**src/acsf_map.svh**
```systemverilog
`ifndef ACSF_MAP_SVH
`define ACSF_MAP_SVH
// ****************
// register offsets
// ****************
`define ACSF_PROGRAM_STATUS_FLAGS_OFS 12'h086
`define ACSF_WORK_OFS 12'h100
`define ACSF_CTRL_OFS 12'h104
`define ACSF_SAVE_OFS 12'h108
// ****************
// flag field positions
// ****************
`define ACSF_CAUSE_HI 7
`define ACSF_CAUSE_LO 6
`define ACSF_UPPER_BIT 5
`define ACSF_MIDDLE_BIT 4
`define ACSF_UNUSED_BIT 3
`define ACSF_CARRY_BIT 2
`define ACSF_HALF_BIT 1
`define ACSF_ZERO_BIT 0
// ****************
// reset values
// ****************
`define ACSF_WORK_RST 8'h00
`define ACSF_FLAGS_RST 3'h0
`define ACSF_CAUSE_RST 2'h3
`define ACSF_CTRL_RST 2'h0
`endif

```
**src/acsf_pkg.sv**
```systemverilog
package acsf_pkg;
  typedef enum logic [1:0] {
    ACSF_CAUSE_WDT = 2'h0,
    ACSF_CAUSE_RSVD = 2'h1,
    ACSF_CAUSE_LVD = 2'h2,
    ACSF_CAUSE_PIN = 2'h3
  } acsf_cause_e;
  typedef enum logic [2:0] {
    ACSF_OP_NONE = 3'h0,
    ACSF_OP_ARITH = 3'h1,
    ACSF_OP_LOGIC = 3'h3,
    ACSF_OP_ROT = 3'h2,
    ACSF_OP_CMP = 3'h6,
    ACSF_OP_BRANCH = 3'h7
  } acsf_op_e;
  typedef enum logic [1:0] {
    ACSF_ST_IDLE = 2'h0,
    ACSF_ST_WRESP = 2'h1,
    ACSF_ST_RRESP = 2'h2
  } acsf_st_e;
endpackage

```
**src/acsf_flag_calc.sv**
```systemverilog
`timescale 1ns/1ns
`default_nettype none
`include "acsf_map.svh"
// ****************
// alu flag derivation
// ****************
module acsf_flag_calc (
  input wire logic [2:0] opKind,
  input wire logic [7:0] result,
  input wire logic carryOut,
  input wire logic nibbleCarry,
  output logic [2:0] flagsOut,
  output logic carryUsed
);
  wire isArith = opKind == 3'h1;
  wire isRot = opKind == 3'h2;
  wire isCmp = opKind == 3'h6;
  assign carryUsed = isArith | isRot | isCmp;
  // carry: add carry / sub no borrow / rotate out 1 / compare >= 0
  assign flagsOut[2] = carryOut;
  // half carry from low nibble, arithmetic only
  assign flagsOut[1] = nibbleCarry;
  assign flagsOut[0] = result == 8'h00;
endmodule
`default_nettype wire

```
**src/acsf_core.sv**
```systemverilog
// Register access over AXI4-Lite was left to the implementer.
`timescale 1ns/1ns
`default_nettype none
`include "acsf_map.svh"
// How it works
// - an 8-bit work register carries data between the alu and data memory.
// - alu results set zero, carry and half-carry flags in the status register.
// - the work register has no data memory address, so bank-0 moves never hit it.
// - interrupt entry leaves the work register and flags untouched.
// - save copies work register and flags to buffers, restore loads them back.
// - bits 7:6 hold the last reset cause: 00 watchdog, 01 reserved, 10 lvd, 11 pin.
// - bit 5 reads 1 at or below the upper detector level when that option is set.
// - bit 4 reads 1 at or below the middle detector level when that option is set.
// - carry is set on add carry, sub no borrow, rotate out 1, compare not negative.
// - half carry is set on low nibble carry or no low nibble borrow.
// - zero is set when an arithmetic, logic or branch result is zero.
// - bit set and bit clear only reach read/write bits.
module acsf_core (
  input wire logic clock,
  input wire logic nrst,
  input wire logic [11:0] s_axi_awaddr,
  input wire logic s_axi_awvalid,
  output logic s_axi_awready,
  input wire logic [31:0] s_axi_wdata,
  input wire logic [3:0] s_axi_wstrb,
  input wire logic s_axi_wvalid,
  output logic s_axi_wready,
  output logic [1:0] s_axi_bresp,
  output logic s_axi_bvalid,
  input wire logic s_axi_bready,
  input wire logic [11:0] s_axi_araddr,
  input wire logic s_axi_arvalid,
  output logic s_axi_arready,
  output logic [31:0] s_axi_rdata,
  output logic [1:0] s_axi_rresp,
  output logic s_axi_rvalid,
  input wire logic s_axi_rready,
  input wire logic aluValid,
  input wire logic [2:0] aluOp,
  input wire logic [7:0] aluResult,
  input wire logic aluCarry,
  input wire logic aluNibbleCarry,
  input wire logic aluWriteWork,
  input wire logic memLoadValid,
  input wire logic [7:0] memLoadData,
  input wire logic saveStrobe,
  input wire logic restoreStrobe,
  input wire logic interruptEntry,
  input wire logic upperBelow,
  input wire logic middleBelow,
  input wire logic bitOpValid,
  input wire logic bitOpSet,
  input wire logic [2:0] bitOpIndex,
  input wire logic [1:0] resetCause,
  output logic [7:0] work_register,
  output logic [7:0] program_status_flags
);
  // ****************
  // reset release
  // ****************
  logic rstSync1_ff;
  logic rstSync2_ff;
  always_ff @(posedge clock or negedge nrst) begin
    if (!nrst) begin
      rstSync1_ff <= 1'b0;
      rstSync2_ff <= 1'b0;
    end else begin
      rstSync1_ff <= 1'b1;
      rstSync2_ff <= rstSync1_ff;
    end
  end
  wire rstN = rstSync2_ff;

  // ****************
  // state
  // ****************
  logic [7:0] work_ff;
  logic [2:0] alu_ff;
  logic [1:0] cause_ff;
  logic causeTaken_ff;
  logic upper_ff;
  logic middle_ff;
  logic [1:0] ctrl_ff;
  logic [7:0] saveWork_ff;
  logic [7:0] saveFlags_ff;
  acsf_pkg::acsf_st_e st_ff;
  logic [31:0] rdata_ff;
  logic [1:0] bresp_ff;
  logic [1:0] rresp_ff;
  logic [7:0] flagsOut_ff;
  logic [11:0] awAddr_ff;
  logic awHave_ff;
  logic [31:0] wData_ff;
  logic [3:0] wStrb_ff;
  logic wHave_ff;

  // ****************
  // alu flag calculation
  // ****************
  logic [2:0] calcFlags;
  logic calcCarryUsed;
  acsf_flag_calc u_calc (
    .opKind(aluOp),
    .result(aluResult),
    .carryOut(aluCarry),
    .nibbleCarry(aluNibbleCarry),
    .flagsOut(calcFlags),
    .carryUsed(calcCarryUsed)
  );
  wire arithOp = aluOp == acsf_pkg::ACSF_OP_ARITH;
  wire zeroOp = arithOp | aluOp == acsf_pkg::ACSF_OP_LOGIC | aluOp == acsf_pkg::ACSF_OP_BRANCH;

  // ****************
  // flag view
  // ****************
  wire upperShown = ctrl_ff[1] & upper_ff;
  wire middleShown = ctrl_ff[0] & middle_ff;
  wire [7:0] flagView = {cause_ff, upperShown, middleShown, 1'b0, alu_ff};

  // ****************
  // bus decode
  // ****************
  wire awTake = s_axi_awvalid & s_axi_awready;
  wire wTake = s_axi_wvalid & s_axi_wready;
  wire [11:0] wrAddr = awTake ? s_axi_awaddr : awAddr_ff;
  wire [31:0] wrData = wTake ? s_axi_wdata : wData_ff;
  wire [3:0] wrStrb = wTake ? s_axi_wstrb : wStrb_ff;
  wire wrReady = (awHave_ff | awTake) & (wHave_ff | wTake) & st_ff == acsf_pkg::ACSF_ST_IDLE;
  wire wrLow = wrReady & wrStrb[0];
  wire wrHitFlags = wrAddr == `ACSF_PROGRAM_STATUS_FLAGS_OFS;
  wire wrHitWork = wrAddr == `ACSF_WORK_OFS;
  wire wrHitCtrl = wrAddr == `ACSF_CTRL_OFS;
  wire wrMapped = wrHitFlags | wrHitWork | wrHitCtrl | wrAddr == `ACSF_SAVE_OFS;
  wire rdTake = s_axi_arvalid & s_axi_arready;
  wire rdFlags = s_axi_araddr == `ACSF_PROGRAM_STATUS_FLAGS_OFS;
  wire rdWork = s_axi_araddr == `ACSF_WORK_OFS;
  wire rdCtrl = s_axi_araddr == `ACSF_CTRL_OFS;
  wire rdSave = s_axi_araddr == `ACSF_SAVE_OFS;
  wire rdMapped = rdFlags | rdWork | rdCtrl | rdSave;
  wire [31:0] rdValue = rdFlags ? {24'h000000, flagView} :
    rdWork ? {24'h000000, work_ff} :
    rdCtrl ? {30'h0, ctrl_ff} :
    rdSave ? {16'h0000, saveFlags_ff, saveWork_ff} : 32'h00000000;

  // ****************
  // bit set/clear on read/write bits only
  // ****************
  function automatic logic bitWritable(input logic [2:0] idx);
    bitWritable = idx != 3'h5 && idx != 3'h4 && idx != 3'h3;
  endfunction
  wire bitOk = bitOpValid & bitWritable(bitOpIndex);
  wire [7:0] bitMask = 8'h01 << bitOpIndex;
  wire [7:0] bitApplied = bitOpSet ? (flagView | bitMask) : (flagView & ~bitMask);

  // ****************
  // next values
  // ****************
  logic [7:0] nxt_work;
  logic [2:0] nxt_alu;
  logic [1:0] nxt_cause;
  always_comb begin
    nxt_work = work_ff;
    nxt_alu = alu_ff;
    nxt_cause = cause_ff;
    // interruptEntry deliberately has no effect here
    if (wrLow && wrHitWork) begin
      nxt_work = wrData[7:0];
    end
    if (wrLow && wrHitFlags) begin
      nxt_alu = wrData[2:0];
      nxt_cause = wrData[7:6];
    end
    if (bitOk) begin
      nxt_alu = bitApplied[2:0];
      nxt_cause = bitApplied[7:6];
    end
    if (memLoadValid) begin
      nxt_work = memLoadData;
    end
    if (aluValid) begin
      if (aluWriteWork) begin
        nxt_work = aluResult;
      end
      if (calcCarryUsed) begin
        nxt_alu[`ACSF_CARRY_BIT] = calcFlags[2];
      end
      if (arithOp) begin
        nxt_alu[`ACSF_HALF_BIT] = calcFlags[1];
      end
      if (zeroOp) begin
        nxt_alu[`ACSF_ZERO_BIT] = calcFlags[0];
      end
    end
    if (restoreStrobe) begin
      nxt_work = saveWork_ff;
      nxt_alu = saveFlags_ff[2:0];
      nxt_cause = saveFlags_ff[7:6];
    end
  end

  // ****************
  // datapath registers
  // ****************
  always_ff @(posedge clock or negedge rstN) begin
    if (!rstN) begin
      work_ff <= `ACSF_WORK_RST;
      alu_ff <= `ACSF_FLAGS_RST;
      upper_ff <= 1'b0;
      middle_ff <= 1'b0;
      saveWork_ff <= 8'h00;
      saveFlags_ff <= 8'h00;
      flagsOut_ff <= 8'h00;
    end else begin
      work_ff <= nxt_work;
      alu_ff <= nxt_alu;
      upper_ff <= upperBelow;
      middle_ff <= middleBelow;
      flagsOut_ff <= flagView;
      if (saveStrobe) begin
        saveWork_ff <= work_ff;
        saveFlags_ff <= flagView;
      end
    end
  end

  // ****************
  // reset cause capture after release
  // ****************
  always_ff @(posedge clock or negedge rstN) begin
    if (!rstN) begin
      cause_ff <= `ACSF_CAUSE_RST;
      causeTaken_ff <= 1'b0;
    end else if (!causeTaken_ff) begin
      cause_ff <= resetCause;
      causeTaken_ff <= 1'b1;
    end else begin
      cause_ff <= nxt_cause;
    end
  end

  // ****************
  // control register
  // ****************
  always_ff @(posedge clock or negedge rstN) begin
    if (!rstN) begin
      ctrl_ff <= `ACSF_CTRL_RST;
    end else if (wrLow && wrHitCtrl) begin
      ctrl_ff <= wrData[1:0];
    end
  end

  // ****************
  // axi4-lite slave
  // ****************
  always_ff @(posedge clock or negedge rstN) begin
    if (!rstN) begin
      awHave_ff <= 1'b0;
      wHave_ff <= 1'b0;
      awAddr_ff <= 12'h000;
      wData_ff <= 32'h00000000;
      wStrb_ff <= 4'h0;
    end else begin
      if (wrReady) begin
        awHave_ff <= 1'b0;
        wHave_ff <= 1'b0;
      end else begin
        if (awTake) begin
          awHave_ff <= 1'b1;
          awAddr_ff <= s_axi_awaddr;
        end
        if (wTake) begin
          wHave_ff <= 1'b1;
          wData_ff <= s_axi_wdata;
          wStrb_ff <= s_axi_wstrb;
        end
      end
    end
  end

  always_ff @(posedge clock or negedge rstN) begin
    if (!rstN) begin
      st_ff <= acsf_pkg::ACSF_ST_IDLE;
      bresp_ff <= 2'h0;
      rresp_ff <= 2'h0;
      rdata_ff <= 32'h00000000;
    end else begin
      case (st_ff)
        acsf_pkg::ACSF_ST_IDLE: begin
          if (wrReady) begin
            st_ff <= acsf_pkg::ACSF_ST_WRESP;
            bresp_ff <= wrMapped ? 2'h0 : 2'h2;
          end else if (rdTake) begin
            st_ff <= acsf_pkg::ACSF_ST_RRESP;
            rdata_ff <= rdValue;
            rresp_ff <= rdMapped ? 2'h0 : 2'h2;
          end
        end
        acsf_pkg::ACSF_ST_WRESP: begin
          if (s_axi_bready) begin
            st_ff <= acsf_pkg::ACSF_ST_IDLE;
          end
        end
        acsf_pkg::ACSF_ST_RRESP: begin
          if (s_axi_rready) begin
            st_ff <= acsf_pkg::ACSF_ST_IDLE;
          end
        end
        default: begin
          st_ff <= acsf_pkg::ACSF_ST_IDLE;
        end
      endcase
    end
  end

  // ****************
  // registered handshake outputs
  // ****************
  logic awReady_ff;
  logic wReady_ff;
  logic arReady_ff;
  always_ff @(posedge clock or negedge rstN) begin
    if (!rstN) begin
      awReady_ff <= 1'b0;
      wReady_ff <= 1'b0;
      arReady_ff <= 1'b0;
    end else begin
      // write address ready only on request, read address ready without one; keeps ar and aw takes apart
      awReady_ff <= st_ff == acsf_pkg::ACSF_ST_IDLE & s_axi_awvalid & !awHave_ff & !awTake
        & !wrReady;
      wReady_ff <= st_ff == acsf_pkg::ACSF_ST_IDLE & !wHave_ff & !wTake & !wrReady;
      arReady_ff <= st_ff == acsf_pkg::ACSF_ST_IDLE & !rdTake & !wrReady
        & !(awHave_ff | awTake | s_axi_awvalid);
    end
  end

  assign s_axi_awready = awReady_ff;
  assign s_axi_wready = wReady_ff;
  assign s_axi_arready = arReady_ff;
  assign s_axi_bvalid = st_ff == acsf_pkg::ACSF_ST_WRESP;
  assign s_axi_bresp = bresp_ff;
  assign s_axi_rvalid = st_ff == acsf_pkg::ACSF_ST_RRESP;
  assign s_axi_rdata = rdata_ff;
  assign s_axi_rresp = rresp_ff;
  assign work_register = work_ff;
  assign program_status_flags = flagsOut_ff;
endmodule
`default_nettype wire

```
**config.mk**
```make
export PLATFORM = sky130hd
export DESIGN_NAME = acsf_core
export DESIGN_NICKNAME = d
export VERILOG_FILES = /design/src/acsf_pkg.sv /design/src/acsf_flag_calc.sv /design/src/acsf_core.sv
export VERILOG_INCLUDE_DIRS = /design/src
export SDC_FILE = /design/constraint.sdc
export NUM_CORES = 1
export LEC_CHECK = 0
export BUFFER_PORTS_ARGS = -buffer_cell sky130_fd_sc_hd__buf_2
export CELL_PAD_IN_SITES_DETAIL_PLACEMENT = 0
export CELL_PAD_IN_SITES_GLOBAL_PLACEMENT = 1
export CORE_UTILIZATION = 34
export CTS_CLUSTER_SIZE = 30
export DETAILED_ROUTE_END_ITERATION = 8
export HOLD_SLACK_MARGIN = 0.06
export PLACE_DENSITY = 0.72
export SYNTH_ARGS = -nofsm -noshare
export SYNTH_HDL_FRONTEND = slang
export SYNTH_SLANG_ARGS = --single-unit
```
**constraint.sdc**
```tcl
create_clock -name clock -period 2.4 [get_ports clock]
set_input_delay 0.12 -clock clock [delete_from_list [all_inputs] [get_ports clock]]
set_output_delay 0.12 -clock clock [all_outputs]
set_load 0.01 [all_outputs]
```
Yosys cells after proc, flatten, opt, wreduce, memory -nomap -nowiden

Index checks and enable logic that the tools add are counted.

Flip-flop bits (word level): 106
Input port bits: 103
Output and inout bits: 57

Equal/unequal tests: 22
Shift operators: 1
Mux-type cells: 35
Bitwise logic cells: 36
Reductions and logical operators: 19

Operators with widths:

| operator                                               | number |
|---|---|
| == test 12 x 9 -> 1 bit (second input constant)        | 6 |
| two-way mux 16 bit                                     | 4 |
| two-way mux 8 bit                                      | 7 |
| == test 12 x 8 -> 1 bit (second input constant)        | 2 |
| two-way mux 2 bit                                      | 10 |
| AND 1 bit                                              | 19 |
| bitwise OR 1 bit                                       | 13 |
| two-way mux 12 bit                                     | 1 |
| two-way mux 3 bit                                      | 4 |
| inequality test 3 bit (second input constant)          | 3 |
| AND 8 bit                                              | 1 |
| zero test 8 bit                                        | 1 |
| two-way mux 1 bit                                      | 8 |
| inverter 8 bit                                         | 1 |
| bitwise OR 8 bit                                       | 1 |
| left shift 1 x 3 -> 8 bit (first input constant)       | 1 |
| zero test 1 bit                                        | 7 |
| == test 3 x 2 -> 1 bit (second input constant)         | 2 |
| == test 3 bit (second input constant)                  | 2 |
| one-hot mux 2 bit (3 select lines)                     | 1 |
| AND reduction 3 bit                                    | 2 |
| logical AND 1 bit                                      | 5 |
| inequality test 2 x 1 -> 1 bit (second input constant) | 2 |
| inequality test 4 x 2 -> 1 bit (second input constant) | 1 |
| 8 further kinds                                        | 9 |

Logic depth before layout (Yosys ltp)

Depth after elaboration: 11
Depth in mapped cells: 7
Depth with buffers taken out: 5

Modules after synthesis

From an unflattened synthesis, not the netlist that was laid out.

Cell total of the unflattened synthesis: 449
Area total of the unflattened synthesis: 4,525.6 µm²

By module, submodules not included:

| module         | instances | cells an instance | area each (µm²) | sequential area each (µm²) |
|---|---|---|---|---|
| acsf_core      | 1         | 442               | 4,475.5         | 2,179.6 |
| acsf_flag_calc | 1         | 7                 | 50.0            | 0.0 |

Worst setup path before layout

No wires, ideal clock.

Path type: register to register
Start: register awReady_ff, in the netlist s_axi_awready
End: register alu_ff[0]
Library setup time: 0.126 ns
Data arrival time: 2.189 ns
Required time: 2.274 ns
Slack: 0.085 ns
Cell stages (with the launch flop): 6
Period minus slack after synthesis: 2.315 ns
Path through: dfrtp_1 -> nand2_1 -> or4_2 -> a22oi_4 -> mux2_2 -> a221o_1

Longest elaborated chain between the ends: 11
Elaborated cells between the ends (all ways): 13
Those cells by class: eq/ne (1); mux (6); bitwise (5); reduce/logical (1)

RTL lines:

| element                 | RTL line         | source |
|---|---|---|
| from (decl)             | acsf_core.sv:318 | `logic awReady_ff;` |
| from (signal assigned)  | acsf_core.sv:328 | `awReady_ff <= st_ff == acsf_pkg::ACSF_ST_IDLE & s_axi_awvalid & !awHave_ff & !awTake` |
| AND 1 bit (*)           | acsf_core.sv:123 | `wire awTake = s_axi_awvalid & s_axi_awready;` |
| bitwise OR 1 bit        | acsf_core.sv:128 | `wire wrReady = (awHave_ff \| awTake) & (wHave_ff \| wTake) & st_ff == acsf_pkg::ACSF_ST_IDLE;` |
| AND 1 bit (2 in series) | acsf_core.sv:128 |  |
| AND 1 bit               | acsf_core.sv:129 | `wire wrLow = wrReady & wrStrb[0];` |
| logical AND 1 bit (*)   | acsf_core.sv:169 | `if (wrLow && wrHitFlags) begin` |
| two-way mux 3 bit (*)   | acsf_core.sv:169 |  |
| two-way mux 3 bit (*)   | acsf_core.sv:173 | `if (bitOk) begin` |
| two-way mux 1 bit       | acsf_core.sv:190 | `if (zeroOp) begin` |
| two-way mux 3 bit (*)   | acsf_core.sv:180 | `if (aluValid) begin` |
| two-way mux 3 bit (*)   | acsf_core.sv:194 | `if (restoreStrobe) begin` |
| named net nxt_alu[0]    | acsf_core.sv:159 | `logic [2:0] nxt_alu;` |
| to (signal assigned)    | acsf_core.sv:207 | `` alu_ff <= `ACSF_FLAGS_RST; `` |
| to (signal assigned)    | acsf_core.sv:215 | `alu_ff <= nxt_alu;` |
| to (decl)               | acsf_core.sv:78  | `logic [2:0] alu_ff;` |

The timed path passes the listed nets; every way through them passes the cells marked *.
A chain may end at the register's enable or synchronous reset.

Worst setup path in the final report

Start: input port s_axi_awaddr[0]
End: register work_ff[0], in the netlist work_register[0]

Longest elaborated chain between the ends: 8

RTL lines:

| element                                      | RTL line         | source |
|---|---|---|
| from (decl)                                  | acsf_core.sv:21  | `input wire logic [11:0] s_axi_awaddr,` |
| two-way mux 12 bit (*)                       | -                |  |
| == test 12 x 9 -> 1 bit (no source line) (*) | -                |  |
| logical AND 1 bit (*)                        | acsf_core.sv:166 | `if (wrLow && wrHitWork) begin` |
| two-way mux 8 bit (*)                        | acsf_core.sv:166 |  |
| two-way mux 8 bit (*)                        | acsf_core.sv:177 | `if (memLoadValid) begin` |
| two-way mux 8 bit                            | acsf_core.sv:181 | `if (aluWriteWork) begin` |
| two-way mux 8 bit (*)                        | acsf_core.sv:180 |  |
| two-way mux 8 bit (*)                        | acsf_core.sv:194 |  |
| named net nxt_work[0]                        | acsf_core.sv:158 | `logic [7:0] nxt_work;` |
| to (signal assigned)                         | acsf_core.sv:206 | `` work_ff <= `ACSF_WORK_RST; `` |
| to (signal assigned)                         | acsf_core.sv:214 | `work_ff <= nxt_work;` |
| to (decl)                                    | acsf_core.sv:77  | `logic [7:0] work_ff;` |

Marked as above.

==> key figures <==
Routing
  • Detailed Route WL: between 10 and 15 mm
  • Metal3 WL: between 600 and 700 um
  • Residual DRC count: 0
  • WL/cell: 16.4 um
  • Post-DRT Antenna Nets: 0
  • DR WL met2: between 5 and 6 mm
  • DRT Pass-1 Iters: 5
  • Top Layer Used: met4
  • Met1 Routed Length: 5.52 mm
  • DRT iter0 DRCs: 151
  • Via count: 3709
  • Via density: just over 5

Clocking
  • Clock slew at reported path FFs: approximately 70 ps
  • Num Clock Sinks: 87
  • Root Driver: clkbuf_16
  • TritonCTS Buffers: 9
  • Postcts setup bufs: 0
  • Later-pin clock latency in the skew report: 340 ps
  • CTS tree: yes
  • H-tree depth: 3
  • Clock buffer depth: 2

Synth
  • Area of the mapped netlist: 0.00446 mm2
  • Count leader, synth: dfrtp_1
  • Synth Flop Type: dfrtp_1
  • Ys Warns: 0
  • Post-synth ARST share: 1.00
  • Netlist cell types: 54
  • Number of flops mapped to enable cells by yosys: 0
  • Most frequent cells after synthesis: dfrtp_1 (85), mux2_2 (37), nor2_1 (28)
  • Seq/Total Area, Yosys: 0.488
  • Synth Area per Inst: 10.8 um2
  • Post-synth top area share: 0.476
  • Yosys top cell by area: dfrtp_1
  • Cell count after synthesis: ~420
  • Synth top area cells: dfrtp_1 (48%), mux2_2 (9.3%), mux2i_1 (3.8%), buf_4 (3.4%), a21oi_1 (2.7%)
  • Synth Register Bits: slightly below 90

GRT
  • Grt total ovfl: 0
  • Pin count of the biggest net entering global routing: 59
  • First-pass GRT wire length: ~19 mm
  • Vias in the first global route: 3581
  • Global Route Usage Sum: 0.186
  • Initial antenna violation count: 0

STA
  • Least-Margin Pin Slew: 519 ps
  • Final Hold Vio Count: 0
  • Final critical-path setup slack: 166 ps
  • Min cycle time layout: ~2200 ps
  • Final setup violation count: 0
  • Fmax: 0.448 GHz
  • Final period utilization: 0.931
  • Final slew viol count: 0
  • Fin Hold WS: 72.3 ps
  • Setup TNS: 0 ps
  • Worst relative slew slack: 0.644
  • Unrepaired setup endpoints after global routing: false
  • Clock skew: 8.00 ps

Power
  • Clock network power share: 0.277
  • Pwr/cell area: 923 mW/mm2
  • Seq pwr share: 0.419
  • Peak supply drop: ~0.00042 V
  • Sw frac: 0.340
  • Int Power: 3.50 mW
  • Static leakage: 2.60 nW
  • Logic pwr share: 0.304
  • Sw power: 1.80 mW
  • Tot Pwr: about 5.3 mW

Critical path
  • Kind of start point of the critical path: input port
  • CP Class: in2reg
  • Crit Path Max Fanout: 8
  • Crit. End Element: flop
  • CP required: 2610 ps
  • R2R cell count: 6
  • Crit path DAT: 2440 ps

Floorplan
  • Die H: 117 um
  • Core Area: ~0.013 mm2
  • I/O Pins: 160
  • Die W: 117 um
  • Initial Utilization: 0.351
  • Die area: between 0.01 and 0.015 mm2
  • FP Rows: 41

Hold path
  • Hold Path Stages: 2
  • Hold Path Class: in2reg

Placement
  • Post-detail-place hpwl: 8.93 mm
  • Pre-CTS WS: 44.8 ps
  • Cell Area, Placed: 0.00522 mm2
  • GPL Wtd Cong: 0.816
  • Buffers on Ports: about 110
  • Placed insts: 695

Cells and area
  • Syn-to-layout area delta: 28.6%
  • ANT cells: 0
  • Layout cell share with drive strength beyond 1: 0.342
  • Post-Layout Cell Count: between 700 and 800
  • Final net count: between 600 and 700
  • Post-route cell area: ~0.0057 mm2
  • Post-route core utilization: 0.451

Outcome
  • Status: complete, no violations

Job
  • Max Cap Viol: 0
[power groups by stage]
stage                     clock (mW)  sequential (mW)  combinational (mW)
after floorplan                    0             2.24               0.976
after CTS                       1.49             2.22                1.62
after global placement             0             2.22                1.54
final                           1.47             2.22                1.61
after global routing            1.56             2.28                1.79
after detailed placement           0             2.25                1.58
[cell usage in the layout (no fill, tap or decap), types with 4 or more instances in the layout]
cell | netlist | routed
buf_2 | 0 | 111
dfrtp_1 | 85 | 84
mux2_2 | 37 | 37
nor2_1 | 28 | 28
a21oi_1 | 24 | 24
conb_1 | 2 | 22
dlygate4sd3_1 | 0 | 22
nand2_1 | 21 | 21
nand2b_1 | 17 | 17
mux2i_1 | 17 | 17
o21ai_0 | 14 | 14
buf_4 | 20 | 13
nor3b_1 | 9 | 9
clkbuf_16 | 0 | 9
o31ai_1 | 8 | 8
a22o_1 | 8 | 8
nand4_1 | 7 | 7
a31oi_1 | 7 | 7
nand3_1 | 7 | 7
o22ai_1 | 6 | 6
nor3_1 | 6 | 6
inv_1 | 6 | 6
and2_1 | 6 | 6
nor2b_1 | 5 | 5
or2_2 | 4 | 4
nor4_1 | 4 | 4
nor4b_1 | 4 | 4
a221oi_1 | 4 | 4
[critical path: stages]
cell           delay (ps)
dlygate4sd3_1         540
buf_2                 140
nor4b_1               500
nand4bb_4             190
a2111oi_4             390
buf_4                 260
mux2i_1               200
o21ai_0               100
[layer usage]
layer,GRT usage,vias to the layer above
li1,-,1773
met1,0.256,1816
met2,0.292,108
met3,0.0265,12
met4,0.0793,0
met5,0,-
[cell families (layout without fill, tap and decap cells)]
logic type	after synthesis	after routing	share of synthesized area
AND/OR/NAND/NOR	137	137	0.181
flip-flops	87	87	0.488
AO/OA/AOI/OAI	92	92	0.144
other	2	22	0.00168
buffers and inverters	43	169	0.0530
multiplexers	54	54	0.131
[final cells by class]
cell class,count,area [um2]
Clock buffer,10,229
Clock inverter,6,76.3
Fill cell,1266,6980
Inverter,6,22.5
Multi-Input combinational cell,305,2120
Sequential cell,87,2180
Tap cell,172,215
Timing Repair Buffer,147,893
[flip-flops by register name (all words and copies together) (netlist names), 2 cells and up, named ones only]
name                  flops
awAddr_ff                12
work_register             8
wData_ff                  8
saveWork_ff               8
saveFlags_ff              7
program_status_flags      7
alu_ff                    3
ctrl_ff                   2
st_ff                     2
s_axi_rdata              15
[timing repair]
action	CTS	global route
hold buffers	22	0
hold endpoints to repair	22	0
gates resized for setup	0	0
[final timing paths]
kind / from / to / slack (ps)
max in group asynchronous: rstN$_DFF_PN0_ / async pin / 1440
max reg2reg: awAddr_ff[0]$_DFFE_PN0N_ / work_register[0]$_DFF_PN0_ / 240
min: s_axi_awaddr[2] / awAddr_ff[2]$_DFFE_PN0N_ / 70
min reg2reg: rstN$_DFF_PN0_ / awAddr_ff[9]$_DFFE_PN0N_ / 260
max: s_axi_awaddr[0] / work_register[0]$_DFF_PN0_ / 170
min in group asynchronous: nrst / rstN$_DFF_PN0_ / 90
Power figures use the tool's default switching activity.
